**config.mk**
```make
export PLATFORM = sky130hd
export DESIGN_NAME = usp_master
export DESIGN_NICKNAME = d
export VERILOG_FILES = /design/src/usp_pkg.sv /design/src/usp_master.sv /design/src/usp_baud.sv
export SDC_FILE = /design/constraint.sdc
export NUM_CORES = 1
export LEC_CHECK = 0
export BUFFER_PORTS_ARGS = -buffer_cell sky130_fd_sc_hd__buf_2
export CORE_AREA = 5 5 130 108
export CTS_CLUSTER_SIZE = 40
export DETAILED_ROUTE_END_ITERATION = 12
export DIE_AREA = 0 0 135 113
export PLACE_DENSITY = 0.87
export SYNTH_ARGS = -nofsm -noshare
export SYNTH_HDL_FRONTEND = slang
export SYNTH_SLANG_ARGS = --single-unit
```
**constraint.sdc**
```tcl
create_clock -name mclk -period 4.6 [get_ports mclk]
set_clock_uncertainty 0.2 [all_clocks]
set_input_delay 0.46 -clock mclk [delete_from_list [all_inputs] [get_ports mclk]]
set_output_delay 0.46 -clock mclk [all_outputs]
set_load 0.1 [all_outputs]
```
**src/usp_pkg.sv**
```systemverilog
// Purpose: Shared constants and types for the master serial clocking block
// Assumes: 32-bit AXI4-Lite register bus, one clock at 50 MHz
// Notes: Offsets are kept as register indices; byte address is index times 4
`default_nettype none
package usp_pkg;
    localparam int USP_CLK_HZ = 50000000;
    // Register indices as printed, and derived byte addresses
    localparam logic [7:0] USP_IDX_DIV_LO = 8'hC4;
    localparam logic [7:0] USP_IDX_DIV_HI = 8'hC5;
    localparam logic [7:0] USP_IDX_CTRL = 8'hC2;
    localparam logic [7:0] USP_IDX_ENA = 8'hC1;
    localparam logic [7:0] USP_IDX_STAT = 8'hC0;
    localparam logic [7:0] USP_IDX_DATA = 8'hC6;
    localparam logic [9:0] USP_ADDR_DIV_LO = {USP_IDX_DIV_LO, 2'b00};
    localparam logic [9:0] USP_ADDR_DIV_HI = {USP_IDX_DIV_HI, 2'b00};
    localparam logic [9:0] USP_ADDR_CTRL = {USP_IDX_CTRL, 2'b00};
    localparam logic [9:0] USP_ADDR_ENA = {USP_IDX_ENA, 2'b00};
    localparam logic [9:0] USP_ADDR_STAT = {USP_IDX_STAT, 2'b00};
    localparam logic [9:0] USP_ADDR_DATA = {USP_IDX_DATA, 2'b00};
    // Control register fields
    localparam int USP_CTRL_POL = 0;
    localparam int USP_CTRL_PHA = 1;
    localparam int USP_CTRL_ORD = 2;
    localparam int USP_CTRL_MSEL0 = 6;
    localparam int USP_CTRL_MSEL1 = 7;
    localparam logic [7:0] USP_CTRL_RESET = 8'h06;
    // Enable register fields
    localparam int USP_ENA_TX = 3;
    localparam int USP_ENA_RX = 4;
    localparam int USP_ENA_XDIR = 5;
    // Status register fields
    localparam int USP_STAT_PE = 2;
    localparam int USP_STAT_DOR = 3;
    localparam int USP_STAT_FE = 4;
    localparam int USP_STAT_DRE = 5;
    localparam int USP_STAT_TXC = 6;
    localparam int USP_STAT_RXC = 7;
    localparam int USP_DIV_W = 12;
    localparam int USP_FRAME_BITS = 8;
    localparam logic [3:0] USP_LAST_EDGE = 4'hF;
    localparam logic [1:0] USP_RESP_OK = 2'b00;
    localparam logic [1:0] USP_RESP_ERR = 2'b10;

    typedef enum logic [1:0] {USP_IDLE, USP_SHIFT} usp_state_e;

    // Serial pins grouped as they leave the block
    typedef struct packed {
        logic sclk;
        logic sclk_oe_n;
        logic sdo;
        logic sdo_oe_n;
    } usp_pins_s;

    typedef struct packed {
        logic pol;
        logic pha;
        logic lsb_first;
        logic spi_mode;
    } usp_mode_s;
endpackage
`default_nettype wire

```
**src/usp_master.sv**
```systemverilog
// Purpose: Master serial-peripheral mode of a serial unit, with AXI4-Lite
// Assumes: Inputs synchronous to mclk; the slave follows the sync clock
// Notes: Eight-bit frames, double buffered transmit, two-deep receive
//
// The implementer's own choice: register access over AXI4-Lite.
`default_nettype none
module usp_master
    import usp_pkg::*;
(
    input wire logic mclk,
    input wire logic reset,
    input wire logic [31:0] s_axi_awaddr,
    input wire logic s_axi_awvalid,
    output logic s_axi_awready,
    input wire logic [31:0] s_axi_wdata,
    input wire logic [3:0] s_axi_wstrb,
    input wire logic s_axi_wvalid,
    output logic s_axi_wready,
    output logic [1:0] s_axi_bresp,
    output logic s_axi_bvalid,
    input wire logic s_axi_bready,
    input wire logic [31:0] s_axi_araddr,
    input wire logic s_axi_arvalid,
    output logic s_axi_arready,
    output logic [31:0] s_axi_rdata,
    output logic [1:0] s_axi_rresp,
    output logic s_axi_rvalid,
    input wire logic s_axi_rready,
    input wire logic serial_in_pin,
    output usp_pins_s pins
);
    logic [7:0] baud_divisor_low;
    logic [3:0] baud_divisor_high;
    logic [7:0] ctrl;
    logic [7:0] ena;
    logic [7:0] txbuf;
    logic txbuf_full;
    logic [7:0] rxq0;
    logic [7:0] rxq1;
    logic [1:0] rxcnt;
    logic txc;
    logic [7:0] txsh;
    logic [7:0] rxsh;
    logic [3:0] edges;
    logic sclk_lvl;
    usp_state_e state;
    logic aw_got, w_got;
    logic [31:0] aw_q, w_q;
    logic [3:0] ws_q;
    logic tick;
    usp_mode_s mode;
    logic wr_fire, rd_fire, data_wr, data_rd, div_lo_wr;
    logic [9:0] wa, ra;

    assign wa = aw_got ? aw_q[9:0] : s_axi_awaddr[9:0];
    assign ra = s_axi_araddr[9:0];
    // Write fires once both halves are held or offered and no response is pending
    assign wr_fire = (aw_got || s_axi_awvalid) && (w_got || s_axi_wvalid)
        && !s_axi_bvalid;
    assign rd_fire = s_axi_arvalid && s_axi_arready;
    assign data_wr = wr_fire && wa == USP_ADDR_DATA && ws_eff()[0];
    assign data_rd = rd_fire && ra == USP_ADDR_DATA;
    assign div_lo_wr = wr_fire && wa == USP_ADDR_DIV_LO && ws_eff()[0];

    function automatic logic [3:0] ws_eff();
        return w_got ? ws_q : s_axi_wstrb;
    endfunction

    function automatic logic [7:0] wd_eff();
        return w_got ? w_q[7:0] : s_axi_wdata[7:0];
    endfunction

    // Mode bits decoded once; both select bits one means master mode
    // master mode select
    always_comb
    begin
        mode.pol = ctrl[USP_CTRL_POL];
        mode.pha = ctrl[USP_CTRL_PHA];
        mode.lsb_first = ctrl[USP_CTRL_ORD];
        mode.spi_mode = ctrl[USP_CTRL_MSEL1] & ctrl[USP_CTRL_MSEL0];
    end

    usp_baud u_baud (
        .mclk(mclk),
        .reset(reset),
        .divisor({baud_divisor_high, baud_divisor_low}),
        .reload(div_lo_wr),
        .run(state == USP_SHIFT),
        .tick(tick)
    );

    // Register writes and bus handshake state
    always_ff @(posedge mclk or posedge reset)
    begin
        if (reset)
        begin
            baud_divisor_low <= 8'h00;
            baud_divisor_high <= 4'h0;
            ctrl <= USP_CTRL_RESET;
            ena <= 8'h00;
            aw_got <= 1'b0;
            w_got <= 1'b0;
            aw_q <= 32'h0;
            w_q <= 32'h0;
            ws_q <= 4'h0;
            s_axi_bvalid <= 1'b0;
            s_axi_bresp <= USP_RESP_OK;
            s_axi_awready <= 1'b1;
            s_axi_wready <= 1'b1;
        end
        else
        begin
            if (s_axi_awvalid && s_axi_awready && !wr_fire)
            begin
                aw_got <= 1'b1;
                aw_q <= s_axi_awaddr;
                s_axi_awready <= 1'b0;
            end
            if (s_axi_wvalid && s_axi_wready && !wr_fire)
            begin
                w_got <= 1'b1;
                w_q <= s_axi_wdata;
                ws_q <= s_axi_wstrb;
                s_axi_wready <= 1'b0;
            end
            if (wr_fire)
            begin
                aw_got <= 1'b0;
                w_got <= 1'b0;
                s_axi_awready <= 1'b0;
                s_axi_wready <= 1'b0;
                s_axi_bvalid <= 1'b1;
                s_axi_bresp <= USP_RESP_OK;
                // mode bits change with no frame guard
                // divisor change takes effect mid frame
                if (ws_eff()[0])
                begin
                    case (wa)
                        USP_ADDR_DIV_LO: baud_divisor_low <= wd_eff();
                        USP_ADDR_DIV_HI: baud_divisor_high <= wd_eff()[3:0];
                        USP_ADDR_CTRL: ctrl <= wd_eff();
                        USP_ADDR_ENA: ena <= wd_eff();
                        USP_ADDR_STAT, USP_ADDR_DATA: ;
                        default: s_axi_bresp <= USP_RESP_ERR;
                    endcase
                end
            end
            if (s_axi_bvalid && s_axi_bready)
            begin
                s_axi_bvalid <= 1'b0;
                s_axi_awready <= 1'b1;
                s_axi_wready <= 1'b1;
            end
        end
    end

    // Read channel: one read at a time, answer one cycle after address
    always_ff @(posedge mclk or posedge reset)
    begin
        if (reset)
        begin
            s_axi_arready <= 1'b1;
            s_axi_rvalid <= 1'b0;
            s_axi_rdata <= 32'h0;
            s_axi_rresp <= USP_RESP_OK;
        end
        else if (rd_fire)
        begin
            s_axi_arready <= 1'b0;
            s_axi_rvalid <= 1'b1;
            s_axi_rresp <= USP_RESP_OK;
            s_axi_rdata <= 32'h0;
            case (ra)
                USP_ADDR_DIV_LO: s_axi_rdata[7:0] <= baud_divisor_low;
                USP_ADDR_DIV_HI: s_axi_rdata[3:0] <= baud_divisor_high;
                USP_ADDR_CTRL: s_axi_rdata[7:0] <= ctrl;
                USP_ADDR_ENA: s_axi_rdata[7:0] <= ena;
                USP_ADDR_STAT: s_axi_rdata[7:0] <= {rxcnt != 2'd0, txc,
                    !txbuf_full, 5'b00000};
                USP_ADDR_DATA: s_axi_rdata[7:0] <= rxq0;
                default: s_axi_rresp <= USP_RESP_ERR;
            endcase
        end
        else if (s_axi_rvalid && s_axi_rready)
        begin
            s_axi_rvalid <= 1'b0;
            s_axi_arready <= 1'b1;
        end
    end

    // Common transfer control: one engine owns both shift registers
    // shared transfer control
    always_ff @(posedge mclk or posedge reset)
    begin
        if (reset)
        begin
            state <= USP_IDLE;
            txbuf <= 8'h00;
            txbuf_full <= 1'b0;
            txsh <= 8'h00;
            rxsh <= 8'h00;
            edges <= 4'h0;
            sclk_lvl <= 1'b0;
            rxq0 <= 8'h00;
            rxq1 <= 8'h00;
            rxcnt <= 2'd0;
            txc <= 1'b0;
        end
        else
        begin
            if (data_wr && ena[USP_ENA_TX])
            begin
                txbuf <= wd_eff();
                txbuf_full <= 1'b1;
                txc <= 1'b0;
            end
            else if (wr_fire && wa == USP_ADDR_STAT && wd_eff()[USP_STAT_TXC])
            begin
                txc <= 1'b0;
            end
            if (data_rd && rxcnt != 2'd0)
            begin
                rxq0 <= rxq1;
                rxcnt <= rxcnt - 2'd1;
            end
            if (state == USP_IDLE)
            begin
                sclk_lvl <= mode.pol;
                if (txbuf_full && mode.spi_mode && !data_wr)
                begin
                    txsh <= txbuf;
                    txbuf_full <= 1'b0;
                    edges <= 4'h0;
                    state <= USP_SHIFT;
                end
            end
            else if (tick)
            begin
                sclk_lvl <= !sclk_lvl;
                edges <= edges + 4'h1;
                if (edges[0] == mode.pha)
                begin
                    rxsh <= mode.lsb_first ? {serial_in_pin, rxsh[7:1]}
                        : {rxsh[6:0], serial_in_pin};
                end
                // First setup edge in phase one only presents the first bit
                else if (edges != USP_LAST_EDGE && edges != 4'h0)
                begin
                    txsh <= mode.lsb_first ? {1'b0, txsh[7:1]}
                        : {txsh[6:0], 1'b0};
                end
                if (edges == USP_LAST_EDGE)
                begin
                    state <= USP_IDLE;
                    txc <= !txbuf_full;
                    // Overrun keeps the older bytes, the new one is lost
                    if (ena[USP_ENA_RX] && rxcnt != 2'd2)
                    begin
                        if (rxcnt == 2'd0 || (rxcnt == 2'd1 && data_rd))
                        begin
                            rxq0 <= mode.pha ? rx_last() : rxsh;
                        end
                        else
                        begin
                            rxq1 <= mode.pha ? rx_last() : rxsh;
                        end
                        rxcnt <= data_rd ? rxcnt : rxcnt + 2'd1;
                    end
                end
            end
        end
    end

    // Final sample lands on the last edge for phase one
    function automatic logic [7:0] rx_last();
        return mode.lsb_first ? {serial_in_pin, rxsh[7:1]}
            : {rxsh[6:0], serial_in_pin};
    endfunction

    // Pin outputs registered; pin drive follows enable and direction bits
    // clock pin driven when direction set
    // pin control same in all modes
    always_ff @(posedge mclk or posedge reset)
    begin
        if (reset)
        begin
            pins <= '{sclk: 1'b0, sclk_oe_n: 1'b1, sdo: 1'b1, sdo_oe_n: 1'b1};
        end
        else
        begin
            pins.sclk <= sclk_lvl;
            pins.sclk_oe_n <= !ena[USP_ENA_XDIR];
            pins.sdo <= mode.lsb_first ? txsh[0] : txsh[7];
            pins.sdo_oe_n <= !ena[USP_ENA_TX];
        end
    end

    // Helpers for checks
    logic [12:0] gap;
    always_ff @(posedge mclk or posedge reset)
    begin
        if (reset)
        begin
            gap <= 13'h0;
        end
        else
        begin
            // Idle time and reloads must not count toward a half period
            gap <= (tick || state == USP_IDLE || div_lo_wr) ? 13'h0
                : gap + 13'h1;
        end
    end
endmodule
`default_nettype wire

```
**src/usp_baud.sv**
```systemverilog
// Purpose: Baud prescaler giving one enable per half sync-clock period
// Assumes: Divisor 0..4095, reload pulse from a low-byte write
// Notes: Period is divisor+1 system clocks per half bit
`default_nettype none
module usp_baud
    import usp_pkg::*;
(
    input wire logic mclk,
    input wire logic reset,
    input wire logic [USP_DIV_W-1:0] divisor,
    input wire logic reload,
    input wire logic run,
    output logic tick
);
    logic [USP_DIV_W-1:0] count;
    logic [USP_DIV_W-1:0] next_count;
    logic next_tick;

    // Count down, tick on expiry; reload restarts the count at once
    always_comb
    begin
        next_count = count;
        next_tick = 1'b0;
        if (reload || !run)
        begin
            next_count = divisor;
        end
        else if (count == '0)
        begin
            next_count = divisor;
            next_tick = 1'b1;
        end
        else
        begin
            next_count = count - 1'b1;
        end
    end

    always_ff @(posedge mclk or posedge reset)
    begin
        if (reset)
        begin
            count <= '0;
            tick <= 1'b0;
        end
        else
        begin
            count <= next_count;
            tick <= next_tick;
        end
    end
endmodule
`default_nettype wire

```
### Word level (Yosys, flattened, before mapping)

Cells that the tools add are included.

* input port bits: 108
* register bits: 134
* output and inout port bits: 45
* logic and storage cells: 188

* bitwise logic cells: 3
* muxes and demuxes: 66
* add/subtract/negate cells: 4
* equality and inequality tests: 21
* reduce and logical (&&, ||, !) cells: 60

Operator list (number)
* equality test 10 bit (second input constant): 12
* 2-to-1 mux 8 bit: 15
* case mux 4 bit (5 select lines): 2
* 2-to-1 mux 1 bit: 30
* 2-to-1 mux 2 bit: 13
* 2-to-1 mux 12 bit: 2
* logical AND 1 bit: 23
* AND reduction 3 bit: 6
* nonzero test 2 bit: 8
* logical NOT 12 bit: 1
* 2-to-1 mux 4 bit: 3
* OR reduction 6 bit: 2
* subtractor 12 x 1 -> 12 bit (second input constant): 1
* 2-to-1 mux 10 bit: 1
* logical NOT 1 bit: 8
* nonzero test 3 bit: 2
* != test 5 bit (second input constant): 1
* AND reduction 5 bit: 1
* adder 4 x 1 -> 4 bit (second input constant): 1
* equality test 2 x 1 -> 1 bit (second input constant): 2
* equality test 4 bit (second input constant): 1
* logical NOT 2 bit: 2
* logical OR 1 bit: 4
* != test 2 bit (second input constant): 2
* 10 further kinds: 11

### Logic depth before layout (Yosys ltp)

Gate-level depths: netlist of run 1.

* depth after elaboration: 10
* gate-level depth with buffers: 8
* depth with buffers taken out: 7

### Hierarchy

Synthesis of run 1 repeated with hierarchy kept, for this count alone.

* cells, all modules: 577
* area, all modules: 6662.6 µm²

Modules (own cells, without submodules)
* usp_master: area each 5856.9 µm², times used 1, cells each 515, sequential area each 2962.8 µm²
* usp_baud: area each 805.8 µm², times used 1, cells each 62, sequential area each 325.3 µm²

### Worst setup path after synthesis of run 1

OpenSTA, ideal clock, no wires.

* path kind: flip-flop to flip-flop
* start point: reg s_axi_bvalid
* end point: reg u_baud.count[0]
* stages on the path, launching flop included: 8
* library setup time: 0.127 ns
* period minus slack after synthesis: 2.630 ns
* required time: 4.273 ns
* setup slack: 1.970 ns
* data arrival time: 2.303 ns
* path buffers: 2
* cell sequence: dfrtp_1 > o21bai_1 > nor2_1 > and4_1 > buf_4 > nand3b_2 > buf_6 > mux2_1

* word-level cells in the longest chain between the ends: 6

RTL lines
* from (decl): line usp_master.sv:20 `output logic s_axi_bvalid,`
* from (signal assigned): line usp_master.sv:106 `s_axi_bvalid <= 1'b0;`
* from (signal assigned): line usp_master.sv:132 `s_axi_bvalid <= 1'b1;`
* from (signal assigned): line usp_master.sv:150 `s_axi_bvalid <= 1'b0;`
* logical NOT 1 bit: line usp_master.sv:59 `&& !s_axi_bvalid;`
* logical AND 1 bit: line usp_master.sv:59
* logical AND 1 bit (2 in series): line usp_master.sv:63 `assign div_lo_wr = wr_fire && wa == USP_ADDR_DIV_LO && ws_eff()[0];`
* logical OR 1 bit: line usp_baud.sv:24 `if (reload || !run)`
* 2-to-1 mux 12 bit: line usp_baud.sv:24
* named net u_baud.next_count[0]: line usp_baud.sv:16 `logic [USP_DIV_W-1:0] next_count;`
* to (signal assigned): line usp_baud.sv:48 `count <= next_count;`
* to (decl): line usp_baud.sv:15 `logic [USP_DIV_W-1:0] count;`

The timed path passes the listed nets, and every way through them passes these cells.
A chain may end at the register's enable or synchronous reset.

### Final worst setup path of run 1

* start point: reg state[0]
* end point: reg rxq0[4]

* word-level cells in the longest chain between the ends: 2

RTL lines
* from (decl): line usp_master.sv:46 `usp_state_e state;`
* from (signal assigned): line usp_master.sv:197 `state <= USP_IDLE;`
* from (signal assigned): line usp_master.sv:234 `state <= USP_SHIFT;`
* from (signal assigned): line usp_master.sv:254 `state <= USP_IDLE;`
* logical NOT 2 bit
* 2-to-1 mux 8 bit: line usp_master.sv:226 `if (state == USP_IDLE)`
* to (signal assigned): line usp_master.sv:223 `rxq0 <= rxq1;`
* to (signal assigned): line usp_master.sv:261 `rxq0 <= mode.pha ? rx_last() : rxsh;`
* to (decl): line usp_master.sv:38 `logic [7:0] rxq0;`

No other way between the ends.

==> reports/metrics.sh, run 1 <==
GLOBALROUTEOVERFLOWTOTAL=0
ROUTABILITYCONGESTION=0.854
TIMING.FINAL.SETUP_VIOLATIONS=0
ROUTED_WIRE_LENGTH_PER_INSTANCE_UM=18.4
PERIOD_NEEDED_NS=3.24
POST_CTS_BUFFERS=0
SYNTH_AREA_SQ_UM=6640
CRITICAL_PATH_REQUIRED_NS=4.72
UNREPAIRED_SETUP_ENDPOINTS_AFTER_GLOBAL_ROUTING='false'
DR.PASS1.ITERS=5
WIRE_LENGTH_OF_THE_FIRST_GLOBAL_ROUTING_PASS_MM=24.2
WORST_SLACK_NS=1.36
ANTENNA_CELLS=0
CLOCK-SINKS=131
BUFFER_PORTS.INSERTED=55
REG2REG_FROM='state[0]'
PWR_DENSITY_CELL_nW_PER_UM2=563
MAXCAPVIOLCOUNT=0
DR_TOTAL_VIAS=4601
VIASPERCELL=5.69
TRITONCTS='yes'
CRITPATHMAXFANOUT=26
ROUTED_WL_MM=14.8
WORST_SETUP_PATH_STARTPOINT='state[0]'
NETS=736
CLOCK_TREE.HTREE_LEVEL_COUNT=4
SLEW_VIOL_FINAL=0
SYNTHESIS.AREA_PER_INSTANCE_SQ_UM=11.7
CP-END-KIND='register'
WORST-SETUP-PATH-TYPE='register to register'
NETLIST.TOP_CELL.BY_AREA='dfrtp_1'
POWER.IR.VDD_WORST_V=0.000501
HOLD_VIOLATIONS=0
WORSTMARGINPINSLEW_NS=0.919
YOSYS-TOP-CELLS-AREA='dfrtp_1 (46%), mux2_2 (8.5%), mux2i_1 (5.4%)'
DESIGN.DIE.AREA_SQ_UM=15300
POSTROUTEANTENNANETS=0
STD_CELL_ROWS=37
PLACEMENT.SETUP.WORST_SLACK_NS=1.47
ANTENNA_FOUND_INITIAL=0
DRIVE_ABOVE_1_SHARE_PCT=28.9
MIN_PATH_TYPE='input pin to register'
TIMING.MAX_SLEW.REL_SLACK_PCT=37.9
MAXCLOCKFREQUENCY_GHz=0.308
YOSYS_REGISTER_BITS=131
POST_SYNTH_INST_COUNT=569
LAYOUT_WORST_PATH_CYCLE_SHARE_PCT=70.5
SYNTH.TOP_CELL.AREA_SHARE_PCT=46.4
SETUP_CRIT_START_KIND='register'
VIA_COUNT_OF_THE_FIRST_GLOBAL_ROUTING_PASS=4759
SYNTH_FF_TYPE='dfrtp_1'
POST_SYNTH_NUM_CELL_TYPES=66
CLOCK-ROOT-BUFFER='clkbuf_16'
DIE_X_UM=135
IOS=153
TOTALNEGATIVESETUPSLACK_NS=0
SYNTH_SEQ_AREA_SHARE_PCT=49.5
AREA_DELTA_SYNTH_FINAL_PCT=13.3
CTS.REPORTEDPATHS.CLKPINSLEW_NS=0.06
POSTSYNTH.ASYNCRESETSHARE_PCT=100
SYNTH-WARNING-COUNT=0
DRTITER0DRC=449
CP_DATA_ARRIVAL_TIME_NS=3.36
FIN_WORST_HOLD_SLACK_NS=0.0185
START_UTIL_PCT=52.9
CTSLONGESTPATHBUFFERS=2
STATUS='finished, final reports clean'
CELLLEAKAGEPOWER_nW=3.47
GR-USAGE-ALL-LAYERS_PCT=20.0
NUMCTSBUFFERS=17
DIE_H_UM=113
HPWLAFTERDP_MM=10.3
MAXIMUM_NUMBER_OF_PINS_ON_ONE_NET_BEFORE_GLOBAL_ROUTE_REPAIR=58
HOLD_PATH.STARTPOINT='s_axi_arvalid'
FILLER_CELLS=958
PLACEABLECOREAREA_SQ_UM=12500
SYNTH_ENABLE_FLOP_CELLS=0
DRC_MARKERS=0
CLOCK_INSERTION_DELAY_AT_THE_LATER_PIN_OF_THE_SKEW_REPORT_NS=0.41
[registers in the layout, summed over array words and instances, names as in the netlist, 8 cells and up]
signal            count
rxsh                  8
txbuf                 8
w_q                   8
u_baud.count         12
aw_q                 10
ctrl                  8
ena                   8
rxq0                  8
txsh                  8
s_axi_rdata           8
rxq1                  8
baud_divisor_low      8
[per-layer routing]
layer / wire length (um) / up-vias / GRT usage [%]
met2: 7070 / 173 / 31.5
li1: - / 2105 / -
met5: 0 / - / 0
met4: 178 / 0 / 5.37
met1: 6500 / 2305 / 27.6
met3: 1100 / 18 / 5.69
[Yosys cell counts, drive strengths merged (3+ instances only)]
cell    number
o21ai       29
buf         35
clkbuf      15
ha           7
nand4b       3
and3         3
a221oi       3
nand3        9
xnor2        5
nor4         3
a32oi        4
inv         21
dfrtp      123
xor2         6
nand2b       6
dfstp        8
nor4b        3
or4          3
mux2        83
or3          3
nor2        35
mux2i       36
nor3         9
a21o         4
a22oi        9
a21oi       21
and4         5
a31oi       10
or2          3
nand2       33
[layout by cell type (no fill, tap or decap), drive strengths merged, types with 5 or more instances in the layout]
master  netlist  layout
a21oi        21      21
a22oi         9       9
a31oi        10      10
and4          5       5
buf          35      57
clkbuf       15      27
conb          1      26
dfrtp       123     123
dfstp         8       8
ha            7       7
inv          21      21
mux2         83      83
mux2i        36      36
nand2        33      33
nand2b        6       6
nand3         9       9
nor2         35      35
nor3          9       9
o21ai        29      29
xnor2         5       5
xor2          6       6
[path summary, 6_finish.rpt]
path	endpoint	slack (ns)	cells after the start
min in group asynchronous	u_baud.count[3]	0.53	3
min reg2reg	pins[3]	0.24	0
max in group asynchronous	rxq1[6]	2.65	4
min	s_axi_arready	0.02	2
max	rxq0[4]	1.36	4
max reg2reg	rxq0[4]	1.36	4
[stage by stage]
stage	util (%)	instance area, sq um	total power [mW]	std cells
floorplan	-	6730	2.65	594
global placement	55.2	6930	2.83	776
detailed placement	55.2	6930	2.90	776
CTS	59.9	7520	4.24	808
global route	59.9	7520	4.42	808
finish	59.9	7520	4.23	808
[timing repair]
item,CTS,global route
gates resized for setup,0,0
endpoints found under the hold margin,38,0
hold buffers,1,0
setup endpoints to repair,0,0
[power by group]
part	total [mW]	internal, mW	switching (mW)
clock network	1.33	0.866	0.468
logic	1.26	0.384	0.879
registers	1.64	1.41	0.221
total	4.23	2.66	1.57
[worst max-delay path, stage by stage, from the launching register on]
cell and delay (ns):
dfrtp_1 0.87, nand2_1 0.47, or4b_1 0.74, a21oi_2 0.54
mux2i_1 0.31
[final cells by class]
| type | instances | area (sq um) | share of cell area [%] |
|---|---|---|---|
| Clock buffer | 27 | 513 | 6.82 |
| Sequential cell | 131 | 3290 | 43.7 |
| Clock inverter | 4 | 70.1 | 0.932 |
| Timing Repair Buffer | 58 | 300 | 3.99 |
| Inverter | 21 | 81.3 | 1.08 |
| Tap cell | 175 | 219 | 2.91 |
| Multi-Input combinational cell | 392 | 3050 | 40.5 |
[kinds of logic after synthesis]
group / share of synthesized area (%)
other: 0.0565
muxes: 20.9
xor gates and xnor gates: 1.45
AOI/OAI and AO/OA: 9.79
adders and majority gates: 1.32
DFF: 49.5
buffers and inverters: 5.92
and+or+nand+nor: 11.0
(Power assumes the default switching activity.)
==> run 2, diff against run 1 <==
--- a/config.mk
+++ b/config.mk
@@ -6,11 +6,11 @@
 export NUM_CORES = 1
 export LEC_CHECK = 0
 export BUFFER_PORTS_ARGS = -buffer_cell sky130_fd_sc_hd__buf_2
-export CORE_AREA = 5 5 130 108
+export CORE_AREA = 5 5 137 113
 export CTS_CLUSTER_SIZE = 40
 export DETAILED_ROUTE_END_ITERATION = 12
-export DIE_AREA = 0 0 135 113
-export PLACE_DENSITY = 0.87
+export DIE_AREA = 0 0 142 118
+export PLACE_DENSITY = 0.83
 export SYNTH_ARGS = -nofsm -noshare
 export SYNTH_HDL_FRONTEND = slang
 export SYNTH_SLANG_ARGS = --single-unit
==> constraint.sdc (replaced) <==
create_clock -name mclk -period 2.8 [get_ports mclk]
set_clock_uncertainty 0.2 [all_clocks]
set_input_delay 0.28 -clock mclk [delete_from_list [all_inputs] [get_ports mclk]]
set_output_delay 0.28 -clock mclk [all_outputs]
set_load 0.1 [all_outputs]
==> reports/metrics.sh, run 2 (synthesized netlist as in run 1, its figures left out) <==
CLOCK_TREE.HTREE_LEVEL_COUNT=4  # unchanged
ANTENNA_FOUND_INITIAL=0  # unchanged
SETUP_CRIT_START_KIND='register'
POSTPLACECELLAREA_SQ_UM=7050  # +1.8%
DRTITER0DRC=378  # -16%
MIN_PATH_TYPE='input pin to register'
FINAL_CELL_MIX='dfrtp_1 (123), buf_2 (55), mux2_2 (50), mux2i_1 (36), nor2_1 (35)'
LARGEST_REG_FLOPS=12  # unchanged
NETS=774  # +5.2%
HOLD_PATH.STARTPOINT='serial_in_pin'
PLACEABLECOREAREA_SQ_UM=14000  # +11%
CTSLONGESTPATHBUFFERS=2  # unchanged
POWER.IR.VDD_WORST_V=0.000887  # +77%
CTS.REPORTEDPATHS.CLKPINSLEW_NS=0.05  # about the same
SLEW_VIOL_FINAL=0  # unchanged
TRITONCTS='yes'
AREA_DELTA_SYNTH_FINAL_PCT=18.9
HOLD_VIOLATIONS=0  # unchanged
LAYOUT_WORST_PATH_CYCLE_SHARE_PCT=94.7  # +24 points
NUMCTSBUFFERS=17  # unchanged
STATUS='finished, final reports clean'
PERIOD_NEEDED_NS=2.65  # -0.590 ns
WIRE_LENGTH_OF_THE_FIRST_GLOBAL_ROUTING_PASS_MM=24.7  # +2.0%
GLOBALROUTEOVERFLOWTOTAL=0  # unchanged
PWR_DENSITY_CELL_nW_PER_UM2=889  # +58%
ROUTED_WL_MM=15.4  # +4.0%
ROUTABILITYCONGESTION=0.943  # +10%
UNREPAIRED_SETUP_ENDPOINTS_AFTER_GLOBAL_ROUTING='false'
DRIVE_ABOVE_1_SHARE_PCT=29.2  # +0.30 points
CRITICAL_PATH_REQUIRED_NS=2.90  # -1.82 ns
CRITPATHMAXFANOUT=10  # -62%
CLOCK-SINKS=131  # unchanged
ANTENNA_CELLS=0  # unchanged
HPWLAFTERDP_MM=10.4  # +0.86%
CPLARGESTDELAYFAMILY='simple AND/OR/NAND/NOR gates'
PATH_BUF_INV=1  # +1
WORSTMARGINPINSLEW_NS=0.899  # -0.0207 ns
WORST-SETUP-PATH-TYPE='register to register'
TIMING.FINAL.SETUP_VIOLATIONS=0  # unchanged
MOST_COMMON_CELL_AFTER_LAYOUT_FILL_AND_TAPS_ASIDE='dfrtp_1'
TIMING.CRITICAL_PATH.CELLS='buf_4 > nand4bb_1 > a22oi_2 > nand3_1 > or3_1 > mux2_4'
DESIGN_AREA_SQ_UM=7890  # +5.0%
REG2REG_FROM='aw_got'
CTS-RESIZED-GATES=0  # unchanged
VIASPERCELL=5.59  # -1.8%
DR.PASS1.ITERS=6  # +1
ROUTED_WIRE_LENGTH_PER_INSTANCE_UM=18.1  # -1.7%
MAXIMUM_NUMBER_OF_PINS_ON_ONE_NET_BEFORE_GLOBAL_ROUTE_REPAIR=81  # +40%
CPPEAKSTAGEDELAY_NS=0.60  # -0.27 ns
START_UTIL_PCT=47.6  # -5.3 points
CP_DATA_ARRIVAL_TIME_NS=2.75  # -0.61 ns
LARGEST_REGISTERS='u_baud.count x12, aw_q x10'
CRITICAL-PATH-SLOWEST-CELL='or3_1'
TIMING.MAX_SLEW.REL_SLACK_PCT=39.9  # +2.0 points
DIE_H_UM=118  # +4.4%
VIA_COUNT_OF_THE_FIRST_GLOBAL_ROUTING_PASS=4962  # +4.3%
DRC_MARKERS=0  # unchanged
CTS-HOLD-FIX-BUFFERS=26  # +25
DESIGN.DIE.AREA_SQ_UM=16800  # +9.8%
LARGEST_REGISTER='u_baud.count'
DR_TOTAL_VIAS=4783  # +4.0%
MAXCLOCKFREQUENCY_GHz=0.377  # +22%
CLOCK-ROOT-BUFFER='clkbuf_16'
WORST_SETUP_PATH_STARTPOINT='aw_got'
STD_CELL_ROWS=39  # +5.4%
BUFFER_PORTS.INSERTED=55  # unchanged
FIN_WORST_HOLD_SLACK_NS=0.0438  # +0.0253 ns
CELLLEAKAGEPOWER_nW=3.64  # +4.9%
IOS=153  # unchanged
MAXCAPVIOLCOUNT=0  # unchanged
TOTALNEGATIVESETUPSLACK_NS=0  # unchanged
DIE_X_UM=142  # +5.2%
POSTROUTEANTENNANETS=0  # unchanged
FILLER_CELLS=1112  # +16%
GR-USAGE-ALL-LAYERS_PCT=18.7  # -1.3 points
FINAL_UTIL_PCT=56.6  # -3.4 points
CLOCK_INSERTION_DELAY_AT_THE_LATER_PIN_OF_THE_SKEW_REPORT_NS=0.42  # about the same
CP-END-KIND='register'
POST_CTS_BUFFERS=0  # unchanged
==> run 2: changes by cell type in the layout (fill, tap and decap cells not counted) <==
cell,before,now
buf_12,0,1
buf_4,2,14
clkinvlp_4,0,1
dlygate4sd3_1,1,26
inv_4,1,0
==> run 2: final timing paths <==
| kind | to | cells past startpoint | slack [ns] |
|---|---|---|---|
| setup / recovery | ena[7] | 6 | 0.15 |
| hold / removal | rxsh[7] | 3 | 0.04 |
| setup reg to reg | ena[7] | 6 | 0.15 |
| hold reg to reg | pins[2] | 1 | 0.21 |
| max in group asynchronous | s_axi_wready | 4 | 1.36 |
| min in group asynchronous | s_axi_rdata[0] | 3 | 0.25 |
==> run 2: final cells by class <==
type	instances	area [sq um]	area share, %
Clock buffer	27	513	6.50
Clock inverter	4	70.1	0.888
Inverter	21	82.6	1.05
Multi-Input combinational cell	392	3050	38.6
Sequential cell	131	3290	41.7
Tap cell	184	230	2.92
Timing Repair Buffer	96	661	8.37
==> run 2: where the power goes <==
part | switching, mW | leakage, nW | internal (mW)
clock | 0.770 | 0.287 | 1.42
sequential | 0.354 | 1.62 | 2.32
combinational | 1.47 | 1.73 | 0.672
==> run 2: metal layers <==
metal / vias up / global-route usage (%) / routed length [um]
li1: 2178 / - / -
met3: 22 / 6.05 / 1250
met5: - / 0 / 0
met4: 0 / 5.34 / 187
met2: 182 / 30.2 / 7400
met1: 2401 / 24.2 / 6610
==> run 2: worst min-delay path: stages <==
cell,delay (ns)
buf_2,0.11
mux2i_1,0.09
a21oi_1,0.14
==> run 2: metrics by stage <==
stage / std cells / power, mW / setup slack (ns)
floorplan: 594 / 4.35 / 0.170
global placement: 798 / 4.68 / 0.215
detailed placement: 798 / 4.79 / 0.185
CTS: 855 / 7.04 / 0.161
global route: 855 / 7.34 / 0.0151
finish: 855 / 7.01 / 0.147
==> run 3, diff against run 2 <==
--- a/config.mk
+++ b/config.mk
@@ -7,7 +7,8 @@
 export LEC_CHECK = 0
 export BUFFER_PORTS_ARGS = -buffer_cell sky130_fd_sc_hd__buf_2
 export CORE_AREA = 5 5 137 113
-export CTS_CLUSTER_SIZE = 40
+export CTS_BUF_LIST = sky130_fd_sc_hd__clkbuf_16
+export CTS_CLUSTER_SIZE = 8
 export DETAILED_ROUTE_END_ITERATION = 12
 export DIE_AREA = 0 0 142 118
 export PLACE_DENSITY = 0.83
==> reports/metrics.sh, run 3 (synthesized netlist as in run 1, its figures left out) <==
CPLARGESTDELAYFAMILY='multiplexers'
DIE_X_UM=142  # unchanged
POST_CTS_BUFFERS=0  # unchanged
POWER.SEQUENTIAL.FRACTION_PCT=39.0  # +0.8 points
PLACEABLECOREAREA_SQ_UM=14000  # unchanged
P_COMB_SHARE_PCT=31.2  # +0.6 points
DR_TOTAL_VIAS=4779  # -0.084%
CLOCK_INSERTION_DELAY_AT_THE_LATER_PIN_OF_THE_SKEW_REPORT_NS=0.42  # about the same
CTS.REPORTEDPATHS.CLKPINSLEW_NS=0.05  # about the same
AREA_DELTA_SYNTH_FINAL_PCT=18.2
TIMING.CRITICAL_PATH.CELLS='buf_4 > mux2i_1 > o21ai_0 > or3_1 > mux2_4'
MOST_COMMON_CELL_AFTER_LAYOUT_FILL_AND_TAPS_ASIDE='dfrtp_1'
TOTAL_POWER_mW=6.85  # -2.4%
POSTROUTEANTENNANETS=0  # unchanged
DIE_H_UM=118  # unchanged
STATUS='finished, final reports clean'
UNREPAIRED_SETUP_ENDPOINTS_AFTER_GLOBAL_ROUTING='false'
CTSLONGESTPATHBUFFERS=2  # unchanged
NETS=774  # unchanged
POWER.CLOCK.FRACTION_PCT=29.8  # -1.4 points
BUFFER_PORTS.INSERTED=55  # unchanged
WORST-SETUP-PATH-TYPE='register to register'
PLACEMENT.SETUP.WORST_SLACK_NS=0.185  # unchanged
CP-END-KIND='register'
CLOCK-ROOT-BUFFER='clkbuf_16'
TIMING.FINAL.SETUP_VIOLATIONS=0  # unchanged
STD_CELL_ROWS=39  # unchanged
IOS=153  # unchanged
CLOCK-SINKS=131  # unchanged
DR.PASS1.ITERS=5  # -1
HPWLAFTERDP_MM=10.4  # unchanged
GLOBALROUTEOVERFLOWTOTAL=0  # unchanged
WORST_SLACK_NS=0.135  # -0.0126 ns
FILLER_CELLS=1115  # +0.27%
VIASPERCELL=5.59  # about the same
CRITICAL-PATH-SLOWEST-CELL='or3_1'
FINAL_CELL_MIX='dfrtp_1 (123), buf_2 (55), mux2_2 (50), mux2i_1 (36), nor2_1 (35)'
PERIOD_NEEDED_NS=2.67  # +0.0126 ns
MAXIMUM_NUMBER_OF_PINS_ON_ONE_NET_BEFORE_GLOBAL_ROUTE_REPAIR=81  # unchanged
NETSWITCHINGFRACTION_PCT=37.8  # +0.76 points
DRTITER0DRC=497  # +31%
ROUTED_WIRE_LENGTH_PER_INSTANCE_UM=17.6  # -2.6%
MAXCAPVIOLCOUNT=0  # unchanged
LAYOUT_WORST_PATH_CYCLE_SHARE_PCT=95.2  # +0.45 points
P_INT_mW=4.26  # -3.6%
TOTALNEGATIVESETUPSLACK_NS=0  # unchanged
CP_DATA_ARRIVAL_TIME_NS=2.77  # +0.02 ns
PATH_BUF_INV=1  # unchanged
WORSTMARGINPINSLEW_NS=0.899  # +0.000155 ns
NUMCTSBUFFERS=17  # unchanged
GR-USAGE-ALL-LAYERS_PCT=18.5  # -0.27 points
TIMING.MAX_SLEW.REL_SLACK_PCT=39.9  # about the same
HOLD_VIOLATIONS=0  # unchanged
POWER.IR.VDD_WORST_V=0.000879  # -0.87%
DESIGN.DIE.AREA_SQ_UM=16800  # unchanged
LARGEST_REGISTER='u_baud.count'
CRITICAL_PATH_REQUIRED_NS=2.90  # about the same
SETUP_CRIT_START_KIND='register'
ROUTED_WL_MM=15.0  # -2.6%
LARGEST_REG_FLOPS=12  # unchanged
ANTENNA_FOUND_INITIAL=0  # unchanged
FIN_WORST_HOLD_SLACK_NS=0.0413  # -0.00246 ns
TRITONCTS='yes'
DRIVE_ABOVE_1_SHARE_PCT=28.5  # -0.75 points
MAXCLOCKFREQUENCY_GHz=0.375  # -0.47%
DESIGN_AREA_SQ_UM=7840  # -0.63%
PWR_DENSITY_CELL_nW_PER_UM2=873  # -1.8%
LARGEST_REGISTERS='u_baud.count x12, aw_q x10'
POSTPLACECELLAREA_SQ_UM=7050  # unchanged
MIN_PATH_TYPE='input pin to register'
CPPEAKSTAGEDELAY_NS=0.67  # +0.07 ns
CLOCK_TREE.HTREE_LEVEL_COUNT=4  # unchanged
WIRE_LENGTH_OF_THE_FIRST_GLOBAL_ROUTING_PASS_MM=24.5  # -0.81%
P_SWITCHING_mW=2.59  # -0.39%
DRC_MARKERS=0  # unchanged
CELLLEAKAGEPOWER_nW=3.64  # -0.20%
ANTENNA_CELLS=0  # unchanged
CRITPATHMAXFANOUT=10  # unchanged
START_UTIL_PCT=47.6  # unchanged
SLEW_VIOL_FINAL=0  # unchanged
VIA_COUNT_OF_THE_FIRST_GLOBAL_ROUTING_PASS=4899  # -1.3%
ROUTABILITYCONGESTION=0.943  # unchanged
-- run 3: power groups by stage --
| stage | Sequential [mW] | Combinational (mW) | Clock (mW) |
|---|---|---|---|
| finish | 2.67 | 2.14 | 2.04 |
| detailed placement | 2.69 | 2.09 | 0 |
| global placement | 2.66 | 2.02 | 0 |
| global route | 2.73 | 2.29 | 2.14 |
| floorplan | 3.22 | 1.13 | 0 |
| CTS | 2.67 | 2.14 | 2.06 |
-- run 3: stage by stage --
stage | cells | util, %
after CTS | 855 | 56.2
after global placement | 798 | 50.5
after detailed placement | 798 | 50.5
after global routing | 855 | 56.2
final | 855 | 56.2
after floorplan | 594 | -
-- run 3: routing by layer --
layer	GRT usage [%]	vias to the layer above	share of wire (%)
met4	6.12	0	1.3
met3	4.43	25	7.6
met1	24.7	2376	43
met2	29.5	183	48
met5	0	-	0
li1	-	2195	-
-- run 3: path summary, 6_finish.rpt --
check                              startpoint             end  slack (ns)  cells past startpoint
max in group asynchronous               reset         pins[1]        1.37                      4
worst max-delay path                   aw_got          ena[1]        0.13                      5
worst max register to register         aw_got          ena[1]        0.13                      5
min in group asynchronous               reset  s_axi_rdata[0]        0.25                      3
worst min register to register         ena[5]         pins[2]        0.21                      1
worst min-delay path            serial_in_pin         rxsh[7]        0.04                      3
-- run 3: worst min-delay path, cell delays in order --
cell and delay [ns]:
buf_2 0.11, mux2i_1 0.09, a21oi_1 0.14
-- run 3: cell type report --
type | instances | area (sq um) | area share [%]
clock buffer | 17 | 425 | 5.42
clock inverter | 14 | 108 | 1.37
inverter | 21 | 82.6 | 1.05
multi-input combinational | 392 | 3050 | 38.9
sequential | 131 | 3290 | 41.9
tap | 184 | 230 | 2.94
timing repair buffer | 96 | 661 | 8.42
-- run 3: what timing repair did --
item	4_1_cts	5_1_grt
hold endpoints to repair	45	0
resized for setup	0	0
hold buffers	26	0
